## config.mk

```make
export PLATFORM = sky130hd
export DESIGN_NAME = config_word_decode
export DESIGN_NICKNAME = d
export VERILOG_FILES = /design/src/hw/config_word_pkg.sv /design/src/hw/delay_timer.sv /design/src/hw/config_word_decode.sv
export VERILOG_INCLUDE_DIRS = /design/src /design/src/hw
export SDC_FILE = /design/constraint.sdc
export NUM_CORES = 1
export LEC_CHECK = 0
export BUFFER_PORTS_ARGS = -buffer_cell sky130_fd_sc_hd__buf_2
export CORE_UTILIZATION = 45
export DETAILED_ROUTE_END_ITERATION = 12
export PLACE_DENSITY = 0.69
export SLEW_MARGIN = 20
export SYNTH_ARGS = -nofsm -noshare
export SYNTH_HDL_FRONTEND = slang
export SYNTH_HIERARCHICAL = 1
export SYNTH_SLANG_ARGS = --single-unit
```

## constraint.sdc

```tcl
create_clock -name clk_i -period 2.7 [get_ports clk_i]
set_input_delay 0.405 -clock clk_i [delete_from_list [all_inputs] [get_ports clk_i]]
set_output_delay 0.405 -clock clk_i [all_outputs]
set_load 0.05 [all_outputs]
```

## src/hw/config_word_defines.svh

```systemverilog
/*
 Offsets, field positions, reset values and timing counts for the
 configuration word decoder. Assumes a 50 MHz system clock.
*/
`ifndef CONFIG_WORD_DEFINES_SVH
`define CONFIG_WORD_DEFINES_SVH

// Programming address space
`define CFG_WORD_ADDR      14'h2007
`define CFG_SPACE_LO       14'h2000
`define CFG_SPACE_HI       14'h3FFF

// Field positions inside the configuration word
`define CFG_OSC_LSB        0
`define CFG_OSC_MSB        2
`define CFG_WDT_BIT        3
`define CFG_POWERUP_DELAY_TIMER_N_BIT     4
`define CFG_RSTPIN_BIT     5
`define CFG_LOCK_BIT       6
`define CFG_FREQ_BIT       7
`define CFG_BOR_LSB        8
`define CFG_BOR_MSB        9
`define CFG_IMPL_BITS      10

// Erased word, and the pattern unimplemented bits read back as
`define CFG_ERASED         10'h3FF
`define CFG_UNIMPL_ONES    6'h3F
`define CFG_NO_DATA        16'hFFFF

// Timing
`define CLK_FREQ_HZ        50000000
`define POWERUP_DELAY_TIMER_TIME_MS       64
`define POWERUP_DELAY_TIMER_CYCLES        (`POWERUP_DELAY_TIMER_TIME_MS * (`CLK_FREQ_HZ / 1000))
`define OST_CYCLES         1024

`endif

```

## src/hw/config_word_pkg.sv

```systemverilog
/*
 Types shared by the configuration word decoder.
 Assumes config_word_defines.svh supplies the numeric constants.
*/
package config_word_pkg;

   typedef enum logic [1:0] {
      ST_HOLD = 2'b00,
      ST_POWERUP_DELAY_TIMER = 2'b01,
      ST_OST  = 2'b11,
      ST_RUN  = 2'b10
   } seq_state_t;

   typedef enum logic [2:0] {
      OSC_LOW_POWER_CRYSTAL  = 3'h0,
      OSC_MEDIUM_CRYSTAL     = 3'h1,
      OSC_HIGH_SPEED_CRYSTAL = 3'h2,
      OSC_EXTERNAL_CLOCK     = 3'h3,
      OSC_INTERNAL_IO        = 3'h4,
      OSC_INTERNAL_CLOCK_OUTPUT_PIN    = 3'h5,
      OSC_RC_IO              = 3'h6,
      OSC_RC_CLOCK_OUTPUT_PIN          = 3'h7
   } osc_mode_t;

   typedef enum logic [1:0] {
      BOR_OFF_A   = 2'b00,
      BOR_OFF_B   = 2'b01,
      BOR_AWAKE   = 2'b10,
      BOR_ALWAYS  = 2'b11
   } brownout_mode_t;

endpackage

```

## src/hw/delay_timer.sv

```systemverilog
/*
 Down-counter used for the power-up and oscillator start-up delays.
 Assumes a synchronous load pulse; expired_o rises exactly load_val_i
 clock edges after the load edge and stays high until the next load.
*/
`timescale 1ns/1ns
`default_nettype none

module delay_timer #(
   parameter int WIDTH = 22
) (
   // Clock and reset
   input  wire logic             clk_i,
   input  wire logic             rst_n_i,
   // Control
   input  wire logic             load_i,
   input  wire logic [WIDTH-1:0] load_val_i,
   // Status
   output logic                  expired_o
);

   logic [WIDTH-1:0] count_r;
   logic [WIDTH-1:0] count_nxt;
   logic             expired_nxt;

   if (WIDTH < 2)
   begin : g_chk
      $error("delay_timer WIDTH must be at least 2");
   end

   always_comb
   begin
      count_nxt   = count_r;
      expired_nxt = expired_o;
      if (load_i)
      begin
         count_nxt   = load_val_i;
         expired_nxt = 1'b0;
      end
      else if (count_r != '0)
      begin
         count_nxt   = count_r - WIDTH'(1);
         expired_nxt = (count_r == WIDTH'(1));
      end
   end

   always_ff @(posedge clk_i or negedge rst_n_i)
   begin
      if (!rst_n_i)
      begin
         count_r   <= '0;
         expired_o <= 1'b0;
      end
      else
      begin
         count_r   <= count_nxt;
         expired_o <= expired_nxt;
      end
   end

endmodule // delay_timer

`default_nettype wire

```

## src/hw/config_word_decode.sv

```systemverilog
/*
 Configuration word store and decoder with the reset, start-up timer
 and sleep sequencing that its fields steer.
 Assumes all inputs synchronous to clk_i; rst_b_i is the logic's own
 power rail reset, por_i marks a device power-on event.
*/
// What this block does
// - Programmed bit reads 0, erased reads 1
// - Word at 2007h, programmer-only access
// - Brown-out mode 10: off in Sleep
// - Bit 5 makes pin the external reset
// - Bit 3 enables the watchdog
// - External reset stops internal/RC oscillator
// - Power-up timer holds reset 64 ms
// - Brown-out resets and reruns power-up timer
// - Start-up timer waits for crystal
// - Wake on reset, watchdog or interrupt
// - Power-up timer enable bit is inverted
`timescale 1ns/1ns
`default_nettype none
`include "config_word_defines.svh"

module config_word_decode
   import config_word_pkg::*;
#(
   parameter int POWERUP_DELAY_TIMER_CYCLES = `POWERUP_DELAY_TIMER_CYCLES,
   parameter int OST_CYCLES  = `OST_CYCLES,
   parameter int TMR_W       = 22
) (
   // Clock and reset
   input  wire logic        clk_i,
   input  wire logic        rst_b_i,
   // Programming path
   input  wire logic        prog_mode_i,
   input  wire logic [13:0] prog_addr_i,
   input  wire logic        prog_wr_i,
   input  wire logic [15:0] prog_wdata_i,
   input  wire logic        prog_rd_i,
   output logic      [15:0] prog_rdata_o,
   // Reset and wake sources
   input  wire logic        por_i,
   input  wire logic        brownout_detect_i,
   input  wire logic        ext_reset_n_i,
   input  wire logic        wdt_reset_i,
   input  wire logic        wdt_wakeup_i,
   input  wire logic        irq_i,
   input  wire logic        sleep_req_i,
   // Decoded settings
   output logic [1:0]       brownout_mode_select_o,
   output logic             brownout_active_o,
   output logic             internal_osc_freq_select_o,
   output logic             program_memory_lock_o,
   output logic             reset_pin_function_select_o,
   output logic             powerup_delay_enabled_o,
   output logic             watchdog_enable_o,
   output logic [2:0]       osc_mode_o,
   output logic             clock_output_pin_is_io_o,
   // Sequencing
   output logic             device_reset_o,
   output logic             osc_run_o,
   output logic             sleeping_o,
   output logic             wake_o
);

   if (POWERUP_DELAY_TIMER_CYCLES < 1 || OST_CYCLES < 1 ||
       POWERUP_DELAY_TIMER_CYCLES >= (2 ** TMR_W) || OST_CYCLES >= (2 ** TMR_W))
   begin : g_chk
      $error("config_word_decode timer counts do not fit TMR_W");
   end

   // Reset release through two flops
   logic rst_s1_r;
   logic rst_n;

   always_ff @(posedge clk_i or negedge rst_b_i)
   begin
      if (!rst_b_i)
      begin
         rst_s1_r <= 1'b0;
         rst_n    <= 1'b0;
      end
      else
      begin
         rst_s1_r <= 1'b1;
         rst_n    <= rst_s1_r;
      end
   end

   function automatic logic is_crystal(input logic [2:0] m);
      return (m == OSC_LOW_POWER_CRYSTAL) || (m == OSC_MEDIUM_CRYSTAL) ||
             (m == OSC_HIGH_SPEED_CRYSTAL);
   endfunction

   function automatic logic is_on_chip_osc(input logic [2:0] m);
      return m[2];
   endfunction

   function automatic logic bor_enabled(input logic [1:0] b,
                                        input logic       asleep);
      return (b == BOR_ALWAYS) || ((b == BOR_AWAKE) && !asleep);
   endfunction

   // Non-volatile store, only the implemented bits are kept
   logic [`CFG_IMPL_BITS-1:0] store_r;
   logic [`CFG_IMPL_BITS-1:0] store_nxt;
   logic [15:0]               rdata_nxt;
   logic                      hit;

   assign hit = prog_mode_i && (prog_addr_i == `CFG_WORD_ADDR);

   always_comb
   begin
      store_nxt = store_r;
      rdata_nxt = prog_rdata_o;
      if (prog_wr_i && hit)
         store_nxt = prog_wdata_i[`CFG_IMPL_BITS-1:0];
      if (prog_rd_i)
      begin
         if (hit)
            rdata_nxt = {`CFG_UNIMPL_ONES, store_r};
         else
            rdata_nxt = `CFG_NO_DATA;
      end
   end

   always_ff @(posedge clk_i or negedge rst_n)
   begin
      if (!rst_n)
      begin
         store_r      <= `CFG_ERASED;
         prog_rdata_o <= `CFG_NO_DATA;
      end
      else
      begin
         store_r      <= store_nxt;
         prog_rdata_o <= rdata_nxt;
      end
   end

   // Sequencer
   seq_state_t                st_r;
   seq_state_t                st_nxt;
   logic [`CFG_IMPL_BITS-1:0] cfg_r;
   logic [`CFG_IMPL_BITS-1:0] cfg_nxt;
   logic                      powerup_delay_timer_pend_r;
   logic                      powerup_delay_timer_pend_nxt;
   logic                      sleep_nxt;
   logic                      wake_nxt;
   logic                      tmr_load;
   logic [TMR_W-1:0]          tmr_val;
   logic                      tmr_done;
   logic                      ext_rst;
   logic                      bor_hit;
   logic                      reset_event;
   logic [2:0]                osc_nxt;

   // Pin acts as reset only when so configured
   assign ext_rst     = cfg_r[`CFG_RSTPIN_BIT] && !ext_reset_n_i;
   assign bor_hit     = brownout_active_o && brownout_detect_i;
   assign reset_event = por_i || bor_hit || wdt_reset_i || ext_rst;
   assign osc_nxt     = store_r[`CFG_OSC_MSB:`CFG_OSC_LSB];

   always_comb
   begin
      st_nxt        = st_r;
      cfg_nxt       = cfg_r;
      powerup_delay_timer_pend_nxt = powerup_delay_timer_pend_r || por_i || bor_hit;
      sleep_nxt     = sleeping_o;
      wake_nxt      = 1'b0;
      tmr_load      = 1'b0;
      tmr_val       = TMR_W'(OST_CYCLES);
      case (st_r)
         ST_HOLD:
         begin
            cfg_nxt   = store_r;
            sleep_nxt = 1'b0;
            if (!reset_event)
            begin
               // Cleared bit enables the delay
               if (powerup_delay_timer_pend_r && !store_r[`CFG_POWERUP_DELAY_TIMER_N_BIT])
               begin
                  st_nxt   = ST_POWERUP_DELAY_TIMER;
                  tmr_load = 1'b1;
                  tmr_val  = TMR_W'(POWERUP_DELAY_TIMER_CYCLES);
               end
               else if (is_crystal(osc_nxt))
               begin
                  st_nxt   = ST_OST;
                  tmr_load = 1'b1;
               end
               else
                  st_nxt = ST_RUN;
               powerup_delay_timer_pend_nxt = 1'b0;
            end
         end
         ST_POWERUP_DELAY_TIMER:
         begin
            if (reset_event)
               st_nxt = ST_HOLD;
            else if (tmr_done && is_crystal(cfg_r[2:0]))
            begin
               st_nxt   = ST_OST;
               tmr_load = 1'b1;
            end
            else if (tmr_done)
               st_nxt = ST_RUN;
         end
         ST_OST:
         begin
            if (reset_event)
               st_nxt = ST_HOLD;
            else if (tmr_done)
               st_nxt = ST_RUN;
         end
         ST_RUN:
         begin
            if (reset_event)
               st_nxt = ST_HOLD;
            else if (sleeping_o && (wdt_wakeup_i || irq_i))
            begin
               sleep_nxt = 1'b0;
               wake_nxt  = 1'b1;
            end
            else if (sleep_req_i)
               sleep_nxt = 1'b1;
         end
         default:
            st_nxt = ST_HOLD;
      endcase
   end

   always_ff @(posedge clk_i or negedge rst_n)
   begin
      if (!rst_n)
      begin
         st_r        <= ST_HOLD;
         cfg_r       <= `CFG_ERASED;
         powerup_delay_timer_pend_r <= 1'b1;
         sleeping_o  <= 1'b0;
         wake_o      <= 1'b0;
      end
      else
      begin
         st_r        <= st_nxt;
         cfg_r       <= cfg_nxt;
         powerup_delay_timer_pend_r <= powerup_delay_timer_pend_nxt;
         sleeping_o  <= sleep_nxt;
         wake_o      <= wake_nxt;
      end
   end

   delay_timer #(
      .WIDTH      (TMR_W)
   ) u_timer (
      .clk_i      (clk_i),
      .rst_n_i    (rst_n),
      .load_i     (tmr_load),
      .load_val_i (tmr_val),
      .expired_o  (tmr_done)
   );

   // Registered decoded outputs
   always_ff @(posedge clk_i or negedge rst_n)
   begin
      if (!rst_n)
      begin
         brownout_mode_select_o      <= BOR_ALWAYS;
         brownout_active_o           <= 1'b1;
         internal_osc_freq_select_o  <= 1'b1;
         program_memory_lock_o       <= 1'b0;
         reset_pin_function_select_o <= 1'b1;
         powerup_delay_enabled_o     <= 1'b0;
         watchdog_enable_o           <= 1'b1;
         osc_mode_o                  <= OSC_RC_CLOCK_OUTPUT_PIN;
         clock_output_pin_is_io_o    <= 1'b0;
         device_reset_o              <= 1'b1;
         osc_run_o                   <= 1'b0;
      end
      else
      begin
         brownout_mode_select_o <= cfg_nxt[`CFG_BOR_MSB:`CFG_BOR_LSB];
         brownout_active_o      <= bor_enabled(
            cfg_nxt[`CFG_BOR_MSB:`CFG_BOR_LSB], sleep_nxt);
         internal_osc_freq_select_o  <= cfg_nxt[`CFG_FREQ_BIT];
         program_memory_lock_o       <= !cfg_nxt[`CFG_LOCK_BIT];
         reset_pin_function_select_o <= cfg_nxt[`CFG_RSTPIN_BIT];
         powerup_delay_enabled_o     <= !cfg_nxt[`CFG_POWERUP_DELAY_TIMER_N_BIT];
         watchdog_enable_o           <= cfg_nxt[`CFG_WDT_BIT];
         osc_mode_o <= cfg_nxt[`CFG_OSC_MSB:`CFG_OSC_LSB];
         clock_output_pin_is_io_o    <=
            (cfg_nxt[2:0] == OSC_INTERNAL_IO) || (cfg_nxt[2:0] == OSC_RC_IO);
         device_reset_o <= (st_nxt != ST_RUN);
         // Pin reset stops the on-chip oscillator to save power
         osc_run_o <= !(cfg_r[`CFG_RSTPIN_BIT] && !ext_reset_n_i &&
                        is_on_chip_osc(cfg_r[2:0]));
      end
   end
endmodule // config_word_decode

`default_nettype wire

```

==> results.md, run 1 <==
| Metric | Reported |
|---|---|
| Post-detailed-route DRC marker count | 0 |
| Area enclosed by the die boundary | 0.00740 mm2 |
| Cell types occupying the most area after synthesis | sky130_fd_sc_hd__dfstp_2 27%, sky130_fd_sc_hd__dfrtp_1 26%, sky130_fd_sc_hd__mux2_2 6.0%, sky130_fd_sc_hd__o22a_1 2.8%, sky130_fd_sc_hd__xnor2_1 2.8% |
| Worst setup path start | cfg_r[5]$_DFFE_PN1P_ |
| Syn_area_per_cell | 11.3 um2 |
| Final wirelength | 6140 um |
| Maximum number of pins on one net before global-route repair | 40 |
| Top-area cell type share of the netlist area | 27.3% |
| TritonRoute pass-1 iters | 4 |
| Critical Path, Cell by Cell | nor2b_1 -> or3_1 -> nor3_2 -> buf_12 -> nor4_4 -> o21ai_0 |
| Max Root-Sink Buffers | 2 |
| Critical path launch point type | flip-flop |
| Max Fanout on Critical Path | 38 |
| Total number of placement rows | 30 |
| CTS buffer count | 9 |
| Fraction of final layout cells sized beyond drive strength 1 | 40.5% |
| Most used flip-flop cell after synthesis | sky130_fd_sc_hd__dfstp_2 |
| Run status | completed |
| 1st-iter DRT viols | 89 |
| Post-CTS repair timing setup buffer count | 0 |
| Setup slack on the worst flop-to-flop path | 0.53 ns |
| WP data required | 2.89 ns |
| Global-route usage over all layers | 18.6% |
| Diode insertion count for antenna repair | 0 |
| Fraction of synthesis flops using an asynchronous set or reset pin | 100% |
| Initial antenna violation count | 0 |
| Via-per-instance ratio | 4.88 |
| # fillers | 589 |
| Worst Hold Class | reg -> async |
| Clock slew at reported path FFs | 0.07 ns |
| Pins Over Slew Limit | 0 |
| Leakage power | 1.68 nW |
| Final critical delay including setup and external delays | 2.17 ns |
| Flip-flop and latch area | 0.00169 mm2 |
| Worst R2R Path Depth | 6 |
| CTS root buffer | sky130_fd_sc_hd__clkbuf_8 |
| Net count reported at finish | 407 |
| Clock tree skew after final layout | 0.00887 ns |
| Crit Path Category | reg -> reg |
| Count of flip-flops with a built-in enable after synthesis | 0 |
| Max frequency | 0.460 GHz |
| Crit-path slowest cell | sky130_fd_sc_hd__dfstp_2 |
| Worst hold slack | 0.272 ns |
| Syn Std Cell Area | 0.00318 mm2 |
| CTS tree | done |
| Number of endpoints with negative hold slack in the final report | 0 |
| Number of register bits inferred by synthesis | 66 |
| Routed Antenna Nets | 0 |
| Post-detailed-route wirelength per cell | 13.2 um |
| Instance count of the mapped netlist | 282 |
| Sum of negative setup slack | 0 ns |
| Final critical-path share of the clock period | 80.6% |
| Placer's final routability congestion estimate | 0.821 |
| Yosys Warn Count | 6 |
| Unrepaired setup endpoints after global routing | no |
| Final total power | 2.62 mW |
| Number of global-route vias before repair | 2,307 |
| Post-synthesis cell type with the largest combined area | sky130_fd_sc_hd__dfstp_2 |
| Worst slew pin tran | 0.611 ns |
| Post-route cell area | 0.00387 mm2 |
| Die W | 86.0 um |
| Final HPWL DP | 4420 um |
| Worst skew pair latency | 0.33 ns |
| Pwr Density | 677 mW/mm2 |
| Level count of the clock H-tree | 3 |
| Area Growth Syn to Fin | 21.9% |
| Highest cell delay on the worst timing path | 0.54 ns |
| Ports | 74 |
| Crit path DAT | 2.37 ns |
| Starting density of the core | 46.8% |
| Slew HR | 58.7% |
| Global-route wire length before repair | 10,500 um |
| Total clock sinks | 66 |
| Count of cell types in the netlist | 52 |
| CP Capture Type | flip-flop |
| Vias | 2,264 |
| Final setup violation count | 0 |
| Worst VDD drop | 350 uV |
| Sequential fraction of the synthesis area | 53.3% |
| Area inside the core boundary | 0.00679 mm2 |
| Number of max-capacitance violations reported | 0 |
| Area of the multi-input gates | 0.00139 mm2 |
| Placed standard-cell area | 0.00364 mm2 |
| Number of I/O port buffers | 61 |
| Launching point of the worst reg2reg path | cfg_r[5]$_DFFE_PN1P_ |
| Die Ht | 86.0 um |
| Gr ovfl total | 0 |
| End of the worst register-to-register path | u_timer/count_r[1]$_DFFE_PN0P_ |
| Most numerous cell types in the synthesized netlist | 33 x sky130_fd_sc_hd__dfrtp_1, 33 x sky130_fd_sc_hd__dfstp_2, 22 x sky130_fd_sc_hd__nand2_1 |
## through the flow
stage               instances  utilization (%)  setup slack, ns
finish                    464             57.0            0.525
floorplan                 304                -            0.216
detailed placement        447             53.6            0.483
global route              464             57.0            0.329
global placement          447             53.6            0.530
CTS                       464             57.0            0.472
## cell type report
| type | instances | area share [%] |
|---|---|---|
| clock inverter | 5 | 2.00 |
| clock buffer | 11 | 3.65 |
| multi-input combinational | 203 | 36.0 |
| sequential | 66 | 43.8 |
| inverter | 14 | 1.36 |
| timing repair buffer | 69 | 10.1 |
| tap | 96 | 3.10 |
## layer usage
metal | global-route usage (%) | up-vias | part of all wire, %
li1 | - | 1126 | -
met1 | 23.6 | 1071 | 47
met2 | 28.9 | 51 | 46
met3 | 4.52 | 16 | 3.9
met4 | 11.1 | 0 | 2.8
met5 | 0 | - | 0
## worst max-delay path by stage
| stage | endpoint | slack [ns] |
|---|---|---|
| 2_1_floorplan | u_timer/count_r[8]$_DFFE_PN0P_ | 0.22 |
| 3_3_place_gp | u_timer/count_r[21]$_DFFE_PN0P_ | 0.53 |
| 3_5_place_dp | u_timer/count_r[10]$_DFFE_PN0P_ | 0.48 |
| 4_1_cts | u_timer/count_r[1]$_DFFE_PN0P_ | 0.47 |
| 5_1_grt | u_timer/count_r[1]$_DFFE_PN0P_ | 0.33 |
| 6_report | u_timer/count_r[1]$_DFFE_PN0P_ | 0.53 |
## worst max-delay path, delay by kind of cell (launching register included)
family,cells,cell delay [ns]
simple gates,4,1.12
flops,1,0.54
buf+inv,1,0.18
compound gates,1,0.17
## cells by family (layout without fill, tap and decap cells)
| group | Yosys count | count (layout) | synth area share, % |
|---|---|---|---|
| fa+ha+maj | 2 | 2 | 0.788 |
| flops | 66 | 66 | 53.3 |
| mux | 22 | 22 | 7.60 |
| xor+xnor | 16 | 16 | 4.41 |
| compound gates | 51 | 51 | 11.2 |
| other cells | 2 | 24 | 0.236 |
| simple gates | 88 | 88 | 16.8 |
| buf+inv | 35 | 99 | 5.63 |
## layout by cell type (no fill, tap or decap), types with 4 or more instances in the layout
cell,instances
sky130_fd_sc_hd__buf_2,61
sky130_fd_sc_hd__dfstp_2,33
sky130_fd_sc_hd__dfrtp_1,32
sky130_fd_sc_hd__conb_1,24
sky130_fd_sc_hd__nand2_1,22
sky130_fd_sc_hd__nor2_1,18
sky130_fd_sc_hd__mux2_2,17
sky130_fd_sc_hd__inv_1,14
sky130_fd_sc_hd__o21ai_0,13
sky130_fd_sc_hd__o22a_1,10
sky130_fd_sc_hd__clkbuf_8,10
sky130_fd_sc_hd__xnor2_1,10
sky130_fd_sc_hd__a21oi_1,8
sky130_fd_sc_hd__nor4_1,7
sky130_fd_sc_hd__xor2_1,6
sky130_fd_sc_hd__nand4_1,5
sky130_fd_sc_hd__mux2i_1,5
sky130_fd_sc_hd__buf_4,5
sky130_fd_sc_hd__o31ai_1,4
sky130_fd_sc_hd__nor3_1,4
## report_power, final
part	total, mW	switching (mW)	internal, mW
registers	1.25	0.147	1.10
logic	0.460	0.241	0.219
clock network	0.909	0.366	0.542
## registers in the layout (all words and copies together) (netlist names), 2 cells and up
signal                  count
brownout_mode_select_o      2
cfg_r                       6
osc_mode_o                  2
prog_rdata_o               10
st_r                        2
store_r                    10
u_timer/count_r            22
## repair_timing
| action | 4_1_cts | 5_1_grt |
|---|---|---|
| resized for setup | 0 | 0 |
| hold buffers | 1 | 0 |
| hold endpoints to repair | 2 | 0 |
Power figures use the tool's default switching activity.
==> run 2: changes to the inputs <==
- ABC_AREA: unset -> 1
- PLACE_DENSITY: 0.69 -> 0.68
- clock period: 2.7 -> 2.17 ns (I/O delays scaled with it)
==> results.md, run 2 <==
| Metric | Reported | Delta |
|---|---|---|
| Run status | completed | unchanged |
| CP Capture Type | flip-flop | unchanged |
| 1st-iter DRT viols | 132 | was 89 |
| Met1 layer usage reported by global route | 24.1% | was 23.6% |
| Post-synthesis cell type with the largest combined area | sky130_fd_sc_hd__dfstp_2 | unchanged |
| Area Growth Syn to Fin | 17.7% | was 21.9% |
| Number of I/O port buffers | 61 | unchanged |
| Initial antenna violation count | 0 | unchanged |
| Final critical-path share of the clock period | 91.6% | was 80.6% |
| Top Registers | u_timer/count_r (22), prog_rdata_o (10), store_r (10) | unchanged |
| Worst Hold Class | in -> reg | was reg -> async |
| Area enclosed by the die boundary | 0.00835 mm2 | was 0.00740 mm2 |
| Post-detailed-route wirelength per cell | 11.6 um | was 13.2 um |
| Vias | 2,951 | was 2,264 |
| Largest delay contributor family on the critical path | simple AND/OR/NAND/NOR gates | unchanged |
| Yosys Warn Count | 6 | unchanged |
| Worst slew pin tran | 0.666 ns | was 0.611 ns |
| Cts repair resizes | 0 | unchanged |
| Area of the multi-input gates | 0.00157 mm2 | was 0.00139 mm2 |
| Most numerous cell types in the synthesized netlist | 154 x sky130_fd_sc_hd__nand2_1, 64 x sky130_fd_sc_hd__inv_1, 42 x sky130_fd_sc_hd__nor2_1 | was 33 x sky130_fd_sc_hd__dfrtp_1, 33 x sky130_fd_sc_hd__dfstp_2, 22 x sky130_fd_sc_hd__nand2_1 |
| Count of flip-flops with a built-in enable after synthesis | 0 | unchanged |
| Met2 demand-to-capacity share in global routing | 32.4% | was 28.9% |
| Via-per-instance ratio | 4.60 | was 4.88 |
| Placer's final routability congestion estimate | 0.883 | was 0.821 |
| Count of cell types in the netlist | 32 | was 52 |
| Max frequency | 0.503 GHz | was 0.460 GHz |
| Syn_area_per_cell | 7.90 um2 | was 11.3 um2 |
| Pins Over Slew Limit | 0 | unchanged |
| Post-detailed-route DRC marker count | 0 | unchanged |
| Most used flip-flop cell after synthesis | sky130_fd_sc_hd__dfstp_2 | unchanged |
| Bufs and invs on worst path | 0 | was 1 |
| Diode insertion count for antenna repair | 0 | unchanged |
| Smallest setup slack after layout | 0.183 ns | was 0.525 ns |
| Flip-flop and latch area | 0.00169 mm2 | unchanged |
| Final HPWL DP | 5350 um | was 4420 um |
| Die W | 91.4 um | was 86.0 um |
| Layer with the highest usage | met2 | unchanged |
| Number of max-capacitance violations reported | 0 | unchanged |
| Die Ht | 91.4 um | was 86.0 um |
| Global Route met3 Usage | 5.28% | was 4.52% |
| Clock tree skew after final layout | 0.0132 ns | was 0.00887 ns |
| Routed Antenna Nets | 0 | unchanged |
| Final critical delay including setup and external delays | 1.99 ns | was 2.17 ns |
| Sequential fraction of the synthesis area | 47.1% | was 53.3% |
| CTS root buffer | sky130_fd_sc_hd__clkbuf_8 | unchanged |
| Worst hold slack | 0.174 ns | was 0.272 ns |
| Most common cell after layout, fill and taps aside | sky130_fd_sc_hd__nand2_1 | was sky130_fd_sc_hd__buf_2 |
| Flip-flop count of the largest register, all copies and words added | 22 | unchanged |
| # fillers | 732 | was 589 |
| Instance count of the mapped netlist | 455 | was 282 |
| WP data required | 2.45 ns | was 2.89 ns |
| Number of global-route vias before repair | 2,928 | was 2,307 |
| Register name with the most flops | u_timer/count_r | unchanged |
| Number of endpoints with negative hold slack in the final report | 0 | unchanged |
| Critical Path, Cell by Cell | nand2_1 -> nand2_1 -> nor2_4 -> nand3_1 -> a21oi_2 -> nor2_2 -> nand2_1 -> nand2_1 | was nor2b_1 -> or3_1 -> nor3_2 -> buf_12 -> nor4_4 -> o21ai_0 |
| Top-area cell type share of the netlist area | 24.1% | was 27.3% |
| Slew HR | 55.6% | was 58.7% |
| Syn Std Cell Area | 0.00359 mm2 | was 0.00318 mm2 |
| Pwr Density | 923 mW/mm2 | was 677 mW/mm2 |
| CTS tree | done | unchanged |
| Highest cell delay on the worst timing path | 0.55 ns | was 0.54 ns |
| CTS buffer count | 9 | unchanged |
| Final total power | 3.90 mW | was 2.62 mW |
| Gr ovfl total | 0 | unchanged |
| Crit path DAT | 2.27 ns | was 2.37 ns |
| Net count reported at finish | 578 | was 407 |
| Crit Path Category | reg -> reg | unchanged |
| Cell types occupying the most area after synthesis | sky130_fd_sc_hd__dfstp_2 24%, sky130_fd_sc_hd__dfrtp_1 23%, sky130_fd_sc_hd__nand2_1 16%, sky130_fd_sc_hd__inv_1 6.7%, sky130_fd_sc_hd__nor2_1 4.4% | was sky130_fd_sc_hd__dfstp_2 27%, sky130_fd_sc_hd__dfrtp_1 26%, sky130_fd_sc_hd__mux2_2 6.0%, sky130_fd_sc_hd__o22a_1 2.8%, sky130_fd_sc_hd__xnor2_1 2.8% |
| Number of register bits inferred by synthesis | 66 | unchanged |
| Library cell with the highest instance count after synthesis | sky130_fd_sc_hd__nand2_1 |  |
| Area inside the core boundary | 0.00773 mm2 | was 0.00679 mm2 |
| Post-placement setup slack | 0.212 ns | was 0.483 ns |
| TritonRoute pass-1 iters | 4 | unchanged |
| Max Root-Sink Buffers | 2 | unchanged |
| Crit-path slowest cell | sky130_fd_sc_hd__dfstp_2 | unchanged |
| Final wirelength | 7410 um | was 6140 um |
| Level count of the clock H-tree | 3 | unchanged |
| Total clock sinks | 66 | unchanged |
| Worst VDD drop | 364 uV | was 350 uV |
| Leakage power | 2.11 nW | was 1.68 nW |
| Worst skew pair latency | 0.35 ns | was 0.33 ns |
| Fraction of synthesis flops using an asynchronous set or reset pin | 100% | unchanged |
| Global-route usage over all layers | 19.8% | was 18.6% |
| Core occupancy in the finished layout | 54.7% | was 57.0% |
| Critical path launch point type | flip-flop | unchanged |
| Maximum number of pins on one net before global-route repair | 65 | was 40 |
| Cell type with the highest occurrence count on the critical path | sky130_fd_sc_hd__nand2_1 |  |
| Final setup violation count | 0 | unchanged |
| Total number of placement rows | 32 | was 30 |
| Global-route wire length before repair | 13,100 um | was 10,500 um |
| Max Fanout on Critical Path | 15 | was 38 |
| Starting density of the core | 46.5% | was 46.8% |
| Unrepaired setup endpoints after global routing | no | unchanged |
| Clock slew at reported path FFs | 0.08 ns | was 0.07 ns |
| Top library cells by usage in the layout, fill and taps aside | 154 x sky130_fd_sc_hd__nand2_1, 64 x sky130_fd_sc_hd__inv_1, 61 x sky130_fd_sc_hd__buf_2, 42 x sky130_fd_sc_hd__nor2_1, 33 x sky130_fd_sc_hd__dfstp_2 | was 61 x sky130_fd_sc_hd__buf_2, 33 x sky130_fd_sc_hd__dfstp_2, 32 x sky130_fd_sc_hd__dfrtp_1, 24 x sky130_fd_sc_hd__conb_1, 22 x sky130_fd_sc_hd__nand2_1 |
| Ports | 74 | unchanged |
| Fraction of final layout cells sized beyond drive strength 1 | 28.6% | was 40.5% |
| Sum of negative setup slack | 0 ns | unchanged |
## run 2: cell types whose count changed after synthesis, moves of 10 or more
cell                      change
sky130_fd_sc_hd__inv_1       +50
sky130_fd_sc_hd__mux2_2      -17
sky130_fd_sc_hd__nand2_1    +132
sky130_fd_sc_hd__nand3_1     +12
sky130_fd_sc_hd__nor2_1      +24
sky130_fd_sc_hd__o21ai_2     +13
sky130_fd_sc_hd__o22a_1      -10
sky130_fd_sc_hd__o22ai_1     +10
## run 2: kinds of logic (layout without fill, tap and decap cells)
group	after synthesis	in the layout	synth area share [%]
simple gates	245	245	29.7
buf+inv	86	148	11.5
flops	66	66	47.1
compound gates	43	43	8.11
xor+xnor	11	11	2.68
fa+ha+maj	2	2	0.696
other cells	2	24	0.209
## run 2: power by group
| part | leakage, nW | switching (mW) | total, mW | internal (mW) |
|---|---|---|---|---|
| clock network | 0.114 | 0.519 | 1.18 | 0.657 |
| logic | 1.24 | 0.742 | 1.11 | 0.371 |
| registers | 0.751 | 0.178 | 1.61 | 1.43 |
| total | 2.11 | 1.44 | 3.90 | 2.46 |
## run 2: cell type report
type / count / area share, %
Sequential cell: 66 / 40.1
Clock buffer: 9 / 2.93
Timing Repair Buffer: 67 / 8.64
Multi-Input combinational cell: 325 / 37.2
Inverter: 65 / 5.77
Tap cell: 102 / 3.02
Clock inverter: 7 / 2.37
## run 2: worst paths after layout
kind                                                   from  cells past startpoint                              end  slack (ns)
worst min-delay path                        prog_wdata_i[6]                      3           store_r[6]$_DFFE_PN1P_        0.17
min in group asynchronous                   rst_n$_DFF_PN0_                      1   u_timer/count_r[2]$_DFFE_PN0P_        0.28
worst min register to register              rst_n$_DFF_PN0_                      1   u_timer/count_r[2]$_DFFE_PN0P_        0.28
worst max-delay path            brownout_active_o$_DFF_PN1_                      8  u_timer/count_r[17]$_DFFE_PN0P_        0.18
max in group asynchronous                   rst_n$_DFF_PN0_                      1               cfg_r[2]$_DFF_PN1_        1.56
worst max register to register  brownout_active_o$_DFF_PN1_                      8  u_timer/count_r[17]$_DFFE_PN0P_        0.18
## run 2: metal layers
metal	part of all wire, %	vias up	wire length, um
li1	-	1520	-
met1	45	1348	3320
met2	48	65	3550
met3	4.8	18	356
met4	2.5	0	184
met5	0	-	0
## run 2: per-stage QoR
step / std cells / cell area [um2]
6_report: 641 / 4230
5_1_grt: 641 / 4230
4_1_cts: 641 / 4230
3_5_place_dp: 624 / 3990
3_3_place_gp: 624 / 3990
2_1_floorplan: 477 / 3680
## run 2: timing repair
item,CTS,global route
hold buffers,1,0
endpoints found under the hold margin,2,0
buffers inserted,0,0
endpoints found under the setup margin,0,0
## run 2: worst reg2reg max path, delay by kind of cell (launching register included)
family,cells,cell delay (ns)
AO/OA/AOI/OAI,1,0.11
AND/OR/NAND/NOR,7,1.26
flip-flops,1,0.55
==> run 3: changes to the inputs <==
- MAX_ROUTING_LAYER: unset -> met4
- RECOVER_POWER: unset -> 50
==> results.md, run 3 (synthesized netlist as in run 2, its figures left out) <==
| Metric | Reported | Delta |
|---|---|---|
| Run status | finished with violations | was completed |
| Failing checks | max-capacitance violations, max-slew violations |  |
| Max Fanout on Critical Path | 15 | unchanged |
| Final critical delay including setup and external delays | 1.96 ns | was 1.99 ns |
| Via-per-instance ratio | 4.56 | was 4.60 |
| Smallest setup slack after layout | 0.214 ns | was 0.183 ns |
| Worst VDD drop | 364 uV | about the same |
| Area enclosed by the die boundary | 0.00835 mm2 | unchanged |
| Number of endpoints with negative hold slack in the final report | 0 | unchanged |
| Maximum number of pins on one net before global-route repair | 65 | unchanged |
| Post-detailed-route DRC marker count | 0 | unchanged |
| Worst Hold Class | in -> reg | unchanged |
| Vias | 2,921 | was 2,951 |
| Flip-flop count of the largest register, all copies and words added | 22 | unchanged |
| CTS tree | done | unchanged |
| Die W | 91.4 um | unchanged |
| Most common cell after layout, fill and taps aside | sky130_fd_sc_hd__nand2_1 | unchanged |
| Final total power | 3.90 mW | about the same |
| Diode insertion count for antenna repair | 0 | unchanged |
| Global-route usage over all layers | 20.4% | was 19.8% |
| Starting density of the core | 46.5% | unchanged |
| Clock tree skew after final layout | 0.0126 ns | was 0.0132 ns |
| Sum of negative setup slack | 0 ns | unchanged |
| Worst slew pin tran | 1.55 ns | was 0.666 ns |
| Placer's final routability congestion estimate | 0.898 | was 0.883 |
| Number of max-capacitance violations reported | 1 | was 0 |
| Worst skew pair latency | 0.34 ns | was 0.35 ns |
| Fraction of final layout cells sized beyond drive strength 1 | 27.6% | was 28.6% |
| Global-route wire length before repair | 13,100 um | about the same |
| Die Ht | 91.4 um | unchanged |
| Top Registers | u_timer/count_r (22), prog_rdata_o (10), store_r (10) | unchanged |
| CTS root buffer | sky130_fd_sc_hd__clkbuf_8 | unchanged |
| Unrepaired setup endpoints after global routing | no | unchanged |
| Max frequency | 0.511 GHz | was 0.503 GHz |
| Slew HR | -3.52% | was 55.6% |
| Gr ovfl total | 0 | unchanged |
| Post-detailed-route wirelength per cell | 11.5 um | was 11.6 um |
| Total number of placement rows | 32 | unchanged |
| Total clock sinks | 66 | unchanged |
| Number of global-route vias before repair | 2,925 | was 2,928 |
| Level count of the clock H-tree | 3 | unchanged |
| Post-placement setup slack | 0.212 ns | unchanged |
| Post-CTS repair timing setup buffer count | 0 | unchanged |
| Leakage power | 2.10 nW | was 2.11 nW |
| CTS buffer count | 9 | unchanged |
| Number of I/O port buffers | 61 | unchanged |
| Final wirelength | 7380 um | was 7410 um |
| Register name with the most flops | u_timer/count_r | unchanged |
| Final critical-path share of the clock period | 90.1% | was 91.6% |
| Critical path launch point type | flip-flop | unchanged |
| Final HPWL DP | 5350 um | unchanged |
| Net count reported at finish | 578 | unchanged |
| CP Capture Type | flip-flop | unchanged |
| Final setup violation count | 0 | unchanged |
| Pwr Density | 927 mW/mm2 | was 923 mW/mm2 |
| TritonRoute pass-1 iters | 4 | unchanged |
| Area inside the core boundary | 0.00773 mm2 | unchanged |
| Max Root-Sink Buffers | 2 | unchanged |
| Clock slew at reported path FFs | 0.08 ns | about the same |
| Pins Over Slew Limit | 65 | was 0 |
| Area Growth Syn to Fin | 17.1% | was 17.7% |
| Initial antenna violation count | 0 | unchanged |
| 1st-iter DRT viols | 162 | was 132 |
| Crit Path Category | reg -> reg | unchanged |
| Dpl cells | 624 | unchanged |
| Ports | 74 | unchanged |
| WP data required | 2.45 ns | about the same |
| Number of standard cells in the layout, taps in and fillers out | 641 | unchanged |
| Top library cells by usage in the layout, fill and taps aside | 155 x sky130_fd_sc_hd__nand2_1, 64 x sky130_fd_sc_hd__inv_1, 60 x sky130_fd_sc_hd__buf_2, 43 x sky130_fd_sc_hd__nor2_1, 32 x sky130_fd_sc_hd__dfrtp_1 | was 154 x sky130_fd_sc_hd__nand2_1, 64 x sky130_fd_sc_hd__inv_1, 61 x sky130_fd_sc_hd__buf_2, 42 x sky130_fd_sc_hd__nor2_1, 33 x sky130_fd_sc_hd__dfstp_2 |
| Routed Antenna Nets | 0 | unchanged |
| Core occupancy in the finished layout | 54.4% | was 54.7% |
| Crit path DAT | 2.23 ns | was 2.27 ns |
[run 3: changes by cell type in the layout (fill, tap and decap cells not counted)]
| cell | before | now |
|---|---|---|
| sky130_fd_sc_hd__buf_12 | 1 | 0 |
| sky130_fd_sc_hd__dfstp_1 | 0 | 2 |
| sky130_fd_sc_hd__nor2_1 | 42 | 43 |
| sky130_fd_sc_hd__buf_2 | 61 | 60 |
| sky130_fd_sc_hd__nand2_1 | 154 | 155 |
| sky130_fd_sc_hd__nand2_2 | 5 | 4 |
| sky130_fd_sc_hd__clkbuf_2 | 0 | 1 |
| sky130_fd_sc_hd__clkbuf_1 | 0 | 1 |
| sky130_fd_sc_hd__dfstp_2 | 33 | 31 |
| sky130_fd_sc_hd__nor2_2 | 6 | 5 |
[run 3: stage by stage]
stage               area, um2  hold slack (ns)
floorplan                3680           0.0299
global placement         3990            0.110
detailed placement       3990            0.115
CTS                      4230            0.156
global route             4210            0.171
finish                   4210            0.175
[run 3: what timing repair did]
item / 4_1_cts / 5_1_grt
gates resized for setup: 0 / 0
endpoints found under the hold margin: 2 / 0
hold buffers: 1 / 0
[run 3: final timing paths]
kind | startpoint | end | slack, ns | cells past startpoint
setup reg to reg | brownout_active_o$_DFF_PN1_ | u_timer/count_r[17]$_DFFE_PN0P_ | 0.21 | 8
hold reg to reg | rst_s1_r$_DFF_PN0_ | rst_n$_DFF_PN0_ | 0.35 | 0
hold / removal | prog_wdata_i[6] | store_r[6]$_DFFE_PN1P_ | 0.17 | 3
setup / recovery | brownout_active_o$_DFF_PN1_ | u_timer/count_r[17]$_DFFE_PN0P_ | 0.21 | 8
max in group asynchronous | rst_n$_DFF_PN0_ | u_timer/count_r[19]$_DFFE_PN0P_ | 0.50 | 1
min in group asynchronous | rst_b_i | rst_n$_DFF_PN0_ | 0.28 | 2
[run 3: cell type report]
| cell class | count | area, um2 |
|---|---|---|
| inverter | 65 | 244 |
| tap | 102 | 128 |
| sequential | 66 | 1690 |
| timing repair buffer | 67 | 349 |
| multi-input combinational | 325 | 1570 |
| clock buffer | 9 | 124 |
| clock inverter | 7 | 100 |
| fill | 737 | 3520 |
[run 3: routing by layer]
layer  vias to the layer above  share of wire (%)  wire length (um)  GRT usage, %
met3                        10                4.5               334          4.69
met4                         0                1.3                94          9.66
met5                         -                  0                 0             -
li1                       1516                  -                 -             -
met1                      1340                 46              3370          24.5
met2                        55                 48              3580          32.6
[run 3: critical path, stage by stage, from the launching register on]
cell and delay [ns]:
sky130_fd_sc_hd__dfstp_2 0.55, sky130_fd_sc_hd__nand2_1 0.05, sky130_fd_sc_hd__nand2_1 0.17, sky130_fd_sc_hd__nor2_4 0.09, sky130_fd_sc_hd__nand3_1 0.15, sky130_fd_sc_hd__a21oi_2 0.11
sky130_fd_sc_hd__nor2_2 0.51, sky130_fd_sc_hd__nand2_1 0.14, sky130_fd_sc_hd__nand2_1 0.10
[run 3: where the power goes]
| part | internal (mW) | leakage, nW | switching (mW) | total, mW |
|---|---|---|---|---|
| combinational | 0.368 | 1.23 | 0.741 | 1.11 |
| clock | 0.657 | 0.114 | 0.520 | 1.18 |
| sequential | 1.43 | 0.752 | 0.180 | 1.61 |
| total | 2.46 | 2.10 | 1.44 | 3.90 |
